`config.mk`:
```
export PLATFORM = sky130hd
export DESIGN_NAME = pciu_top
export DESIGN_NICKNAME = d
export VERILOG_FILES = /design/src/hdl/pciu_pkg.sv /design/src/hdl/pciu_top.sv
export SDC_FILE = /design/constraint.sdc
export NUM_CORES = 1
export LEC_CHECK = 0
export ABC_AREA = 1
export BUFFER_PORTS_ARGS = -buffer_cell sky130_fd_sc_hd__buf_2
export CORE_MARGIN = 1
export CORE_UTILIZATION = 60
export DETAILED_ROUTE_END_ITERATION = 10
export GPL_TIMING_DRIVEN = 0
export PLACE_DENSITY_LB_ADDON = 0.15
export SYNTH_ARGS = -nofsm -noshare
export SYNTH_HDL_FRONTEND = slang
export SYNTH_SLANG_ARGS = --single-unit
```
`constraint.sdc`:
```
create_clock -name core_clk_in -period 3.4 [get_ports core_clk_in]
set_clock_uncertainty 0.05 [all_clocks]
set_input_delay 0.68 -clock core_clk_in [delete_from_list [all_inputs] [get_ports core_clk_in]]
set_output_delay 0.68 -clock core_clk_in [all_outputs]
set_load 0.01 [all_outputs]
```
`src/hdl/pciu_pkg.sv`:
```
// pin change interrupt unit: register map, field layout, carriers
// assumes a byte-wide cpu data-space register port on the system clock
package pciu_pkg;

  // ==========================================================
  // register addresses (data space)
  localparam logic [7:0] ADDR_CTRL = 8'h68;
  localparam logic [7:0] ADDR_FLAGS = 8'h3b;
  localparam logic [7:0] ADDR_MASK0 = 8'h6b;
  localparam logic [7:0] ADDR_MASK1 = 8'h6c;
  localparam logic [7:0] ADDR_MASK2 = 8'h6d;
  localparam logic [7:0] ADDR_MASK3 = 8'h73;
  // short i/o space sits this far below data space
  localparam logic [7:0] IO_SPACE_OFS = 8'h20;

  // ==========================================================
  // fields and reset values
  localparam int NUM_GROUPS = 4;
  localparam int GROUP_W = 8;
  localparam int NUM_PINS = 32;
  localparam logic [7:0] CTRL_RESET = 8'h00;
  localparam logic [7:0] FLAGS_RESET = 8'h00;
  localparam logic [7:0] MASK_RESET = 8'h00;
  localparam logic [7:0] GROUP_FIELD = 8'h0f;

  // ==========================================================
  // carriers
  typedef struct packed {
    logic wr;
    logic rd;
    logic io_space;
    logic [7:0] addr;
    logic [7:0] wdata;
  } pciu_bus_req_type;

  typedef struct packed {
    logic [NUM_PINS-1:0] sync1;
    logic [NUM_PINS-1:0] sync2;
    logic [NUM_PINS-1:0] prev;
    logic [3:0] enable;
    logic [3:0] flags;
    logic [NUM_PINS-1:0] mask;
    logic [7:0] rdata;
    logic [3:0] request;
  } pciu_state_type;

endpackage

```
`src/hdl/pciu_top.sv`:
```
// pin change interrupt unit: 32 pins in four groups of eight
// assumes the cpu core supplies the global interrupt enable and a
// per-group vector-taken pulse when a group's routine begins
//
// Operation
// - group 2 pins 23..16 request interrupt
// - group 1 pins 15..8 request interrupt
// - group 0 pins 7..0 request interrupt
// - group 3 pins 31..24 request interrupt
// - group enables in control bits 3..0
// - each group owns its own vector
// - change on enabled pin sets group flag
// - flag, enable, global enable give branch
// - taking the vector clears the flag
// - write one clears flag, zero keeps
// - pin needs mask and group enable
// - masked-off pin never sets flag
// - group 3 mask gates pins 31..24
// - flags also at i/o address 0x1b
`timescale 1ns/100ps
module pciu_top (
  // clock and reset
  input wire logic core_clk_in,
  input wire logic rst_n_in,
  // pins
  input wire logic [31:0] change_sense_input_in,
  // cpu register port
  input wire logic reg_wr_in,
  input wire logic reg_rd_in,
  input wire logic reg_io_space_in,
  input wire logic [7:0] reg_addr_in,
  input wire logic [7:0] reg_wdata_in,
  output logic [7:0] reg_rdata_out,
  // core interrupt handshake
  input wire logic global_int_enable_in,
  input wire logic [3:0] vector_taken_in,
  output logic [3:0] vector_request_out
);

  pciu_pkg::pciu_bus_req_type req;
  pciu_pkg::pciu_state_type st_r;
  pciu_pkg::pciu_state_type st_nxt;
  logic [7:0] daddr;
  logic [pciu_pkg::NUM_PINS-1:0] edges;
  logic [pciu_pkg::NUM_GROUPS-1:0] change;

  assign req.wr = reg_wr_in;
  assign req.rd = reg_rd_in;
  assign req.io_space = reg_io_space_in;
  assign req.addr = reg_addr_in;
  assign req.wdata = reg_wdata_in;

  // ==========================================================
  // address mapping
  // i/o space address lifted into data space
  assign daddr = req.io_space ? 8'(req.addr + pciu_pkg::IO_SPACE_OFS) : req.addr;

  function automatic logic hit(input logic [7:0] a, input logic [7:0] reg_addr);
    hit = (a == reg_addr);
  endfunction

  // ==========================================================
  // change detection per group
  assign edges = st_r.sync2 ^ st_r.prev;

  for (genvar g = 0; g < pciu_pkg::NUM_GROUPS; g++) begin : gen_group
    // pin counts only with mask bit and group enable
    assign change[g] = st_r.enable[g] &
      (|(edges[g*8 +: 8] & st_r.mask[g*8 +: 8]));
  end

  // ==========================================================
  // next state
  always_comb begin
    st_nxt = st_r;
    st_nxt.sync1 = change_sense_input_in;
    st_nxt.sync2 = st_r.sync1;
    st_nxt.prev = st_r.sync2;
    // register writes
    if (req.wr) begin
      if (hit(daddr, pciu_pkg::ADDR_CTRL)) begin
        st_nxt.enable = req.wdata[3:0];
      end
      if (hit(daddr, pciu_pkg::ADDR_MASK0)) begin
        st_nxt.mask[7:0] = req.wdata;
      end
      if (hit(daddr, pciu_pkg::ADDR_MASK1)) begin
        st_nxt.mask[15:8] = req.wdata;
      end
      if (hit(daddr, pciu_pkg::ADDR_MASK2)) begin
        st_nxt.mask[23:16] = req.wdata;
      end
      if (hit(daddr, pciu_pkg::ADDR_MASK3)) begin
        st_nxt.mask[31:24] = req.wdata;
      end
      if (hit(daddr, pciu_pkg::ADDR_FLAGS)) begin
        st_nxt.flags = st_nxt.flags & ~req.wdata[3:0];
      end
    end
    // vector taken clears; a new change in the same cycle wins
    st_nxt.flags = (st_nxt.flags & ~vector_taken_in) | change;
    // per-group request toward the core
    st_nxt.request = st_nxt.flags & st_nxt.enable & {4{global_int_enable_in}};
    // read data
    st_nxt.rdata = 8'h00;
    if (req.rd) begin
      case (daddr)
        pciu_pkg::ADDR_CTRL: begin
          st_nxt.rdata = {4'h0, st_r.enable};
        end
        pciu_pkg::ADDR_FLAGS: begin
          st_nxt.rdata = {4'h0, st_r.flags};
        end
        pciu_pkg::ADDR_MASK0: begin
          st_nxt.rdata = st_r.mask[7:0];
        end
        pciu_pkg::ADDR_MASK1: begin
          st_nxt.rdata = st_r.mask[15:8];
        end
        pciu_pkg::ADDR_MASK2: begin
          st_nxt.rdata = st_r.mask[23:16];
        end
        pciu_pkg::ADDR_MASK3: begin
          st_nxt.rdata = st_r.mask[31:24];
        end
        default: begin
          st_nxt.rdata = 8'h00;
        end
      endcase
    end
  end

  // ==========================================================
  // state register
  always_ff @(posedge core_clk_in or negedge rst_n_in) begin
    if (!rst_n_in) begin
      st_r <= '0;
    end else begin
      st_r <= st_nxt;
    end
  end

  assign reg_rdata_out = st_r.rdata;
  assign vector_request_out = st_r.request;

  // ==========================================================
  // checks
  AST_FLAG_SET: assert property (@(posedge core_clk_in) disable iff (!rst_n_in)
    (st_r.enable[0] && |(edges[7:0] & st_r.mask[7:0]))
    |=> st_r.flags[0]) else $error("group 0 flag not set on change");
  AST_MASKED_QUIET: assert property (@(posedge core_clk_in) disable iff (!rst_n_in)
    (st_r.mask[31:24] == 8'h00 && !st_r.flags[3] && !(req.wr))
    |=> !st_r.flags[3]) else $error("masked group 3 flag rose");
  AST_NO_ENABLE_QUIET: assert property (@(posedge core_clk_in) disable iff (!rst_n_in)
    (!st_r.enable[1] && !st_r.flags[1]) |=> !st_r.flags[1])
    else $error("disabled group 1 flag rose");
  AST_W1C: assert property (@(posedge core_clk_in) disable iff (!rst_n_in)
    (req.wr && !req.io_space && req.addr == pciu_pkg::ADDR_FLAGS && req.wdata[2] &&
     !(st_r.enable[2] && |((st_r.sync2[23:16] ^ st_r.prev[23:16]) & st_r.mask[23:16])))
    |=> !st_r.flags[2]) else $error("write one did not clear flag 2");
  AST_TAKEN_CLEAR: assert property (@(posedge core_clk_in) disable iff (!rst_n_in)
    (vector_taken_in[3] && !(st_r.enable[3] &&
     |((st_r.sync2[31:24] ^ st_r.prev[31:24]) & st_r.mask[31:24])))
    |=> !st_r.flags[3]) else $error("vector taken did not clear flag 3");
  AST_REQUEST: assert property (@(posedge core_clk_in) disable iff (!rst_n_in)
    vector_request_out == (st_r.flags & st_r.enable & {4{$past(global_int_enable_in)}}))
    else $error("request differs from flag and enables");
  AST_GIE_OFF: assert property (@(posedge core_clk_in) disable iff (!rst_n_in)
    !global_int_enable_in |=> vector_request_out == 4'h0)
    else $error("request with global enable off");
  AST_SYNC: assert property (@(posedge core_clk_in) disable iff (!rst_n_in)
    $past(rst_n_in, 2) |-> st_r.sync2 == $past(change_sense_input_in, 2))
    else $error("sync delay not two cycles");
  AST_UPPER_ZERO: assert property (@(posedge core_clk_in) disable iff (!rst_n_in)
    $past(req.rd) && $past(daddr) == pciu_pkg::ADDR_FLAGS |-> reg_rdata_out[7:4] == 4'h0)
    else $error("flag upper bits not zero");

  // flag set, one per group
  AST_FLAG_SET_G1: assert property (@(posedge core_clk_in) disable iff (!rst_n_in)
    (st_r.enable[1] && |(edges[15:8] & st_r.mask[15:8])) |=> st_r.flags[1])
    else $error("group 1 flag not set on change");
  AST_FLAG_SET_G2: assert property (@(posedge core_clk_in) disable iff (!rst_n_in)
    (st_r.enable[2] && |(edges[23:16] & st_r.mask[23:16])) |=> st_r.flags[2])
    else $error("group 2 flag not set on change");
  AST_FLAG_SET_G3: assert property (@(posedge core_clk_in) disable iff (!rst_n_in)
    (st_r.enable[3] && |(edges[31:24] & st_r.mask[31:24])) |=> st_r.flags[3])
    else $error("group 3 flag not set on change");

  // register writes and reads
  AST_CTRL_WRITE: assert property (@(posedge core_clk_in) disable iff (!rst_n_in)
    (req.wr && daddr == pciu_pkg::ADDR_CTRL) |=> st_r.enable == $past(req.wdata[3:0]))
    else $error("control write not taken");
  AST_MASK0_WRITE: assert property (@(posedge core_clk_in) disable iff (!rst_n_in)
    (req.wr && daddr == pciu_pkg::ADDR_MASK0) |=> st_r.mask[7:0] == $past(req.wdata))
    else $error("mask 0 write not taken");
  AST_MASK3_WRITE: assert property (@(posedge core_clk_in) disable iff (!rst_n_in)
    (req.wr && daddr == pciu_pkg::ADDR_MASK3) |=> st_r.mask[31:24] == $past(req.wdata))
    else $error("mask 3 write not taken");
  AST_READ_FLAGS: assert property (@(posedge core_clk_in) disable iff (!rst_n_in)
    ($past(req.rd) && $past(daddr) == pciu_pkg::ADDR_FLAGS)
    |-> reg_rdata_out[3:0] == $past(st_r.flags))
    else $error("flag read differs from flags");

  // clears and request
  AST_IO_CLEAR: assert property (@(posedge core_clk_in) disable iff (!rst_n_in)
    (req.wr && req.io_space && req.addr == 8'(pciu_pkg::ADDR_FLAGS - pciu_pkg::IO_SPACE_OFS) &&
     req.wdata[2] && !change[2]) |=> !st_r.flags[2])
    else $error("short address write did not clear flag 2");
  AST_ZERO_KEEPS: assert property (@(posedge core_clk_in) disable iff (!rst_n_in)
    (req.wr && daddr == pciu_pkg::ADDR_FLAGS && !req.wdata[0] && st_r.flags[0] &&
     !vector_taken_in[0]) |=> st_r.flags[0])
    else $error("write zero cleared flag 0");
  AST_TAKEN_CLEAR_G1: assert property (@(posedge core_clk_in) disable iff (!rst_n_in)
    (vector_taken_in[1] && !change[1]) |=> !st_r.flags[1])
    else $error("vector taken did not clear flag 1");
  AST_ONE_VECTOR: assert property (@(posedge core_clk_in) disable iff (!rst_n_in)
    (vector_request_out & ~st_r.flags) == 4'h0)
    else $error("request without its own flag");
  AST_RISE_NEEDS_EDGE: assert property (@(posedge core_clk_in) disable iff (!rst_n_in)
    (st_r.flags & ~$past(st_r.flags) & ~$past(change)) == 4'h0)
    else $error("flag rose without a change");

endmodule

```
==> results_dict.tcl, run 1 <==
set metrics [dict create \
    drc 0 \
    worst_pin_slew_ns 0.677 \
    synthCells 536 \
    cts_made_buffers 17 \
    synth_top_area_frac 0.658 \
    synth_warnings 0 \
    relSlewSlack 0.549 \
    io_buffers 68 \
    fin_area_um2 6800 \
    fill_cells 611 \
    final_util 0.765 \
    synth_nets 595 \
    hold_class "in2async" \
    initial_utilization 0.633 \
    worstPathMaxFanout 1 \
    busiest_layer "met2" \
    slowest_stage "dfrtp_1" \
    via_count 3946 \
    maxCapViolations 0 \
    cts_hold_buf 0 \
    grt_util_met1 0.347 \
    grt_setup_unrepaired "no" \
    drtIter0Drc 218 \
    cts_tree "yes" \
    postCtsSetupBuffers 0 \
    crit_arrival_ns 1.14 \
    synth.distinct_cells 26 \
    finalCriticalPeriod_ns 1.87 \
    synth_ff_type "dfrtp_1" \
    grt_pass1_wl_um 19500 \
    startpoint "reg_rdata_out[6]" \
    htree_levels 4 \
    die_w_um 98.8 \
    path_cells "buf_4, buf_2" \
    ant_nets 0 \
    yosysSeqAreaShare 0.658 \
    cts.sinks 148 \
    antenna_cells 0 \
    core_region_area_um2 8890 \
    use_met3 0.0525 \
    grt_pass1_vias 4127 \
    antenna_found_initial 0 \
    met2_usage 0.445 \
    grt_usage 0.269 \
    synthArstFlopShare 1.00 \
    criticalPathCategory "reg2out" \
    power_leakage_nw 3.47 \
    synth_seq_cells 148 \
    num_rows 34 \
    ff_latch_area_um2 3700 \
    final.setup.tns_ns 0 \
    viasPerCell 5.30 \
    crit_required_ns 2.67 \
    routedWlPerCell_um 15.5 \
    drt-total-wl_um 11500 \
    outcome "finished clean" \
    syn_avg_cell_area_um2 10.5 \
    cts_resized 0 \
    clockBufferDepth 2 \
    root_buffer "clkbuf_8" \
    insertion_delay_ns 0.52 \
    power.total_mw 4.30 \
    setup_viol 0 \
    irDropWorstVdd_uv 565 \
    fmax_mhz 534 \
    startpoint_type "flop" \
    maxSlewViolCount 0 \
    drive_gt1_frac 0.281 \
    yosys.area.top_type "dfrtp_1" \
    syn-cell-area_um2 5630 \
    min_period_over_period 0.551 \
    synth_edf_count 0 \
    clk_pin_slew_ns 0.07 \
    nNetsFinal 683 \
    multiInputGateArea_um2 1600 \
    p_per_area_nw_per_um2 632 \
    yosys-top-cells-area "dfrtp_1, nand2_1, o21ai_0, nand3_1, inv_1" \
    die_h_um 98.8 \
    max_stage_delay_ns 0.37 \
    r2r-start "st_nxt[56]" \
    hold_viol_final 0 \
    overflow 0 \
    grt_max_degree 77 \
    ioPinCount 70 \
    dr.pass1.iters 4 \
    critPathCaptureType "primary output" \
    syn_to_final_growth_pct 20.9 \
    dp.final_hpwl_um 8150 \
    placed_cell_area_um2 6140 \
    place_congestion 0.844 \
    dieArea_um2 9770 \
]
path summary, 6_finish.rpt:
| path | cells after the start | to | slack, ns |
|---|---|---|---|
| max in group asynchronous | 2 | st_r[83] | 2.42 |
| worst min-delay path | 1 | st_r[55] | 0.10 |
| worst max register to register | 9 | vector_request_out[0] | 1.81 |
| worst max-delay path | 2 | reg_rdata_out[6] | 1.53 |
| min in group core_clk_in | 1 | st_nxt[107] | 0.21 |
| worst min register to register | 0 | st_nxt[56] | 0.30 |
cell usage after synthesis, types with 4 or more instances:
library cell  instances
dfrtp_1             148
nand2_1             130
o21ai_0              42
nand3_1              39
inv_1                38
nor2_1               38
or2_2                19
buf_4                13
o21ai_2              12
a21oi_1              10
nand2_2               9
o21ai_1               8
inv_2                 7
buf_6                 4
stage by stage:
stage | hold WS (ns) | setup WS (ns) | std cells
floorplan | 0.281 | 1.39 | 536
global placement | 0.282 | -0.308 | 712
detailed placement | 0.285 | 1.08 | 713
CTS | 0.124 | 1.50 | 745
global route | 0.148 | 1.49 | 745
finish | 0.104 | 1.53 | 745
kinds of logic after synthesis:
| kind of cell | Yosys count | share of synthesized area |
|---|---|---|
| AOI/OAI and AO/OA | 72 | 0.0720 |
| xor gates and xnor gates | 3 | 0.00467 |
| adders and majority gates | 1 | 0.00222 |
| buffers and inverters | 64 | 0.0571 |
| DFF | 148 | 0.658 |
| and+or+nand+nor | 248 | 0.206 |
sequential cells by signal, indices dropped and copies added (netlist names):
| name | flops |
|---|---|
| reg_rdata_out | 8 |
| st_nxt | 64 |
| st_r | 72 |
| vector_request_out | 4 |
cell type report:
type | instances | share of cell area
inverters | 45 | 0.0248
plain buffers | 19 | 0.0224
multi-input cells | 324 | 0.235
clock buffers | 17 | 0.0609
repair buffers | 69 | 0.0550
flip-flops and latches | 148 | 0.544
well taps | 108 | 0.0199
clock inverters | 15 | 0.0372
placed cells by master, fill, tap and decap left out, drive strengths merged, types with 3 or more instances in the layout:
cell,instances
nand2,141
nand3,39
o21ai,62
nor2,44
or2,19
dfrtp,148
clkbuf,17
buf,88
inv,54
a21oi,10
xor2,3
bufinv,5
metal layers:
| metal | vias to the layer above | share of wire |
|---|---|---|
| met2 | 123 | 0.49 |
| met1 | 1929 | 0.44 |
| met4 | 0 | 0.020 |
| li1 | 1873 | - |
| met3 | 21 | 0.052 |
| met5 | - | 0 |
worst max-delay path: cells and delay by family, from the launching register on:
family                 cells  cell delay, ns
DFF                        1            0.37
buffers and inverters      2            0.25
power by group:
| group | internal (mW) | switching (mW) |
|---|---|---|
| combinational | 0.107 | 0.177 |
| sequential | 1.87 | 0.0574 |
| clock | 1.30 | 0.785 |
Power figures use the tool's default switching activity.
==> run 2, diff against run 1 <==
--- a/config.mk
+++ b/config.mk
@@ -8,7 +8,7 @@
 export ABC_AREA = 1
 export BUFFER_PORTS_ARGS = -buffer_cell sky130_fd_sc_hd__buf_2
 export CORE_MARGIN = 1
-export CORE_UTILIZATION = 60
+export CORE_UTILIZATION = 57
 export DETAILED_ROUTE_END_ITERATION = 10
 export GPL_TIMING_DRIVEN = 0
 export PLACE_DENSITY_LB_ADDON = 0.15
==> constraint.sdc (replaced) <==
create_clock -name core_clk_in -period 1.9 [get_ports core_clk_in]
set_clock_uncertainty 0.05 [all_clocks]
set_input_delay 0.38 -clock core_clk_in [delete_from_list [all_inputs] [get_ports core_clk_in]]
set_output_delay 0.38 -clock core_clk_in [all_outputs]
set_load 0.01 [all_outputs]
==> run 2 against run 1 <==
Against the previous run: cell area up 4.7%; critical path type unchanged; clock-buffer cell count up 1; clock power up 70%; cell count up 7.2%; global-route usage down 1.0 points.
==> results_dict.tcl, run 2 (same netlist as run 1, synthesis figures left out) <==
set metrics [dict create \
    outcome "finished clean" \
    antenna_cells 0 \
    maxCapViolations 0 \
    fmax_mhz 629 \
    dp.final_hpwl_um 8050 \
    place_congestion 0.891 \
    p_clk_frac 0.470 \
    placed_cell_area_um2 6160 \
    power_frac_seq 0.457 \
    rrSetupSlack_ns 0.33 \
    r2r_cells 9 \
    drc 0 \
    routedWlPerCell_um 15.0 \
    dieArea_um2 10300 \
    clk_pin_slew_ns 0.07 \
    via_count 3979 \
    drt-total-wl_um 12000 \
    cp_num_buf_inv 2 \
    r2r-start "st_r[57]" \
    crit_family "flip-flops" \
    min_path_cells 3 \
    antenna_found_initial 0 \
    crit_arrival_ns 1.16 \
    hold_viol_final 0 \
    maxSlewViolCount 0 \
    postCtsSetupBuffers 0 \
    criticalPathCategory "reg2out" \
    crit_required_ns 1.47 \
    clockBufferDepth 2 \
    layout_common_cells "dfrtp_1, nand2_1, buf_2" \
    timing.rr.end "vector_request_out[0]" \
    root_buffer "clkbuf_8" \
    viasPerCell 4.98 \
    fin_area_um2 7120 \
    largest_reg_flops 72 \
    p_sw_mw 1.86 \
    slowest_stage "dfrtp_1" \
    p_int_mw 5.69 \
    nNetsFinal 716 \
    cts.sinks 148 \
    p_sw_frac 0.246 \
    insertion_delay_ns 0.52 \
    syn_to_final_growth_pct 26.6 \
    dr.pass1.iters 4 \
    initial_utilization 0.598 \
    critPathCaptureType "primary output" \
    die_w_um 101 \
    comb_power_share 0.073 \
    hold_path.startpoint "reg_wdata_in[6]" \
    min_period_over_period 0.837 \
    p_per_area_nw_per_um2 1060 \
    ioPinCount 70 \
    path_cells "buf_4, buf_2" \
    finalCriticalPeriod_ns 1.59 \
    grt_pass1_wl_um 19300 \
    max_stage_delay_ns 0.39 \
    num_rows 35 \
    drtIter0Drc 219 \
    setup_viol 0 \
    overflow 0 \
    hold_class "in2reg" \
    ant_nets 0 \
    cts_made_buffers 17 \
    fill_cells 637 \
    fin_hold_ws_ns 0.0578 \
    min_to "st_r[26]" \
    cts_tree "yes" \
    io_buffers 68 \
    relSlewSlack 0.662 \
    worstPathMaxFanout 1 \
    grt_usage 0.258 \
    cts_hold_buf 33 \
    die_h_um 101 \
    grt_setup_unrepaired "no" \
    core_region_area_um2 9420 \
    htree_levels 4 \
    irDropWorstVdd_uv 1010 \
    cts_resized 0 \
    power_leakage_nw 3.60 \
    drive_gt1_frac 0.267 \
    grt_max_degree 108 \
    power.total_mw 7.54 \
    final_common_cell "dfrtp_1" \
    grt_pass1_vias 3947 \
    largest-register "st_r" \
    worst_pin_slew_ns 0.507 \
    startpoint_type "flop" \
]
run 2: cell types whose count changed in the layout (fill, tap and decap cells not counted):
cell           previous run  this run
inv_8                     3         4
clkinv_4                  0         1
clkbuf_8                  1         2
inv_6                     6         5
bufinv_16                 5         3
dlygate4sd3_1             0        33
run 2: how the worst max path moves through the flow:
stage	from	depth (start not counted)	endpoint
2_1_floorplan	reg_addr_in[5]	11	st_r[33]
3_3_place_gp	rst_n_in	1	st_nxt[108]
3_5_place_dp	reg_addr_in[5]	9	st_r[16]
4_1_cts	reg_rdata_out[7]	2	reg_rdata_out[7]
5_1_grt	st_r[57]	9	vector_request_out[0]
6_report	reg_rdata_out[7]	2	reg_rdata_out[7]
run 2: layout make-up:
type | count | area, µm² | share of cell area
sequential | 148 | 3700 | 0.520
multi-input combinational | 324 | 1600 | 0.225
timing repair buffer | 102 | 704 | 0.0989
clock buffer | 18 | 428 | 0.0601
clock inverter | 14 | 204 | 0.0286
inverter | 45 | 169 | 0.0237
tap | 129 | 161 | 0.0227
buffer | 19 | 153 | 0.0214
run 2: power groups by stage:
stage | clock network (mW) | logic (mW) | registers [mW]
floorplan | 0 | 0.279 | 3.47
global placement | 0 | 0.481 | 3.49
detailed placement | 0 | 0.501 | 3.50
CTS | 3.57 | 0.558 | 3.45
global route | 3.72 | 0.627 | 3.47
finish | 3.55 | 0.552 | 3.45
run 2: routing by layer:
layer | global-route usage | vias to the layer above | wire length, µm
met1 | 0.330 | 1934 | 5240
met2 | 0.446 | 92 | 6100
met4 | 0.0769 | 0 | 154
met3 | 0.0559 | 15 | 452
li1 | - | 1938 | -
met5 | 0 | - | 0
run 2: tightest hold or removal path, delay by kind of cell:
kind | cells | cell delay (ns)
AO/OA/AOI/OAI | 1 | 0.06
buffers and inverters | 1 | 0.10
AND/OR/NAND/NOR | 1 | 0.05
run 2: stage by stage:
stage               worst slack (ns)  utilization  cells  setup TNS (ns)
detailed placement           -0.0890        0.654    734          -0.715
global route                   0.199        0.757    799               0
finish                         0.310        0.757    799               0
floorplan                      0.193            -    536               0
global placement               -1.50        0.651    733         -220.55
CTS                            0.295        0.757    799               0
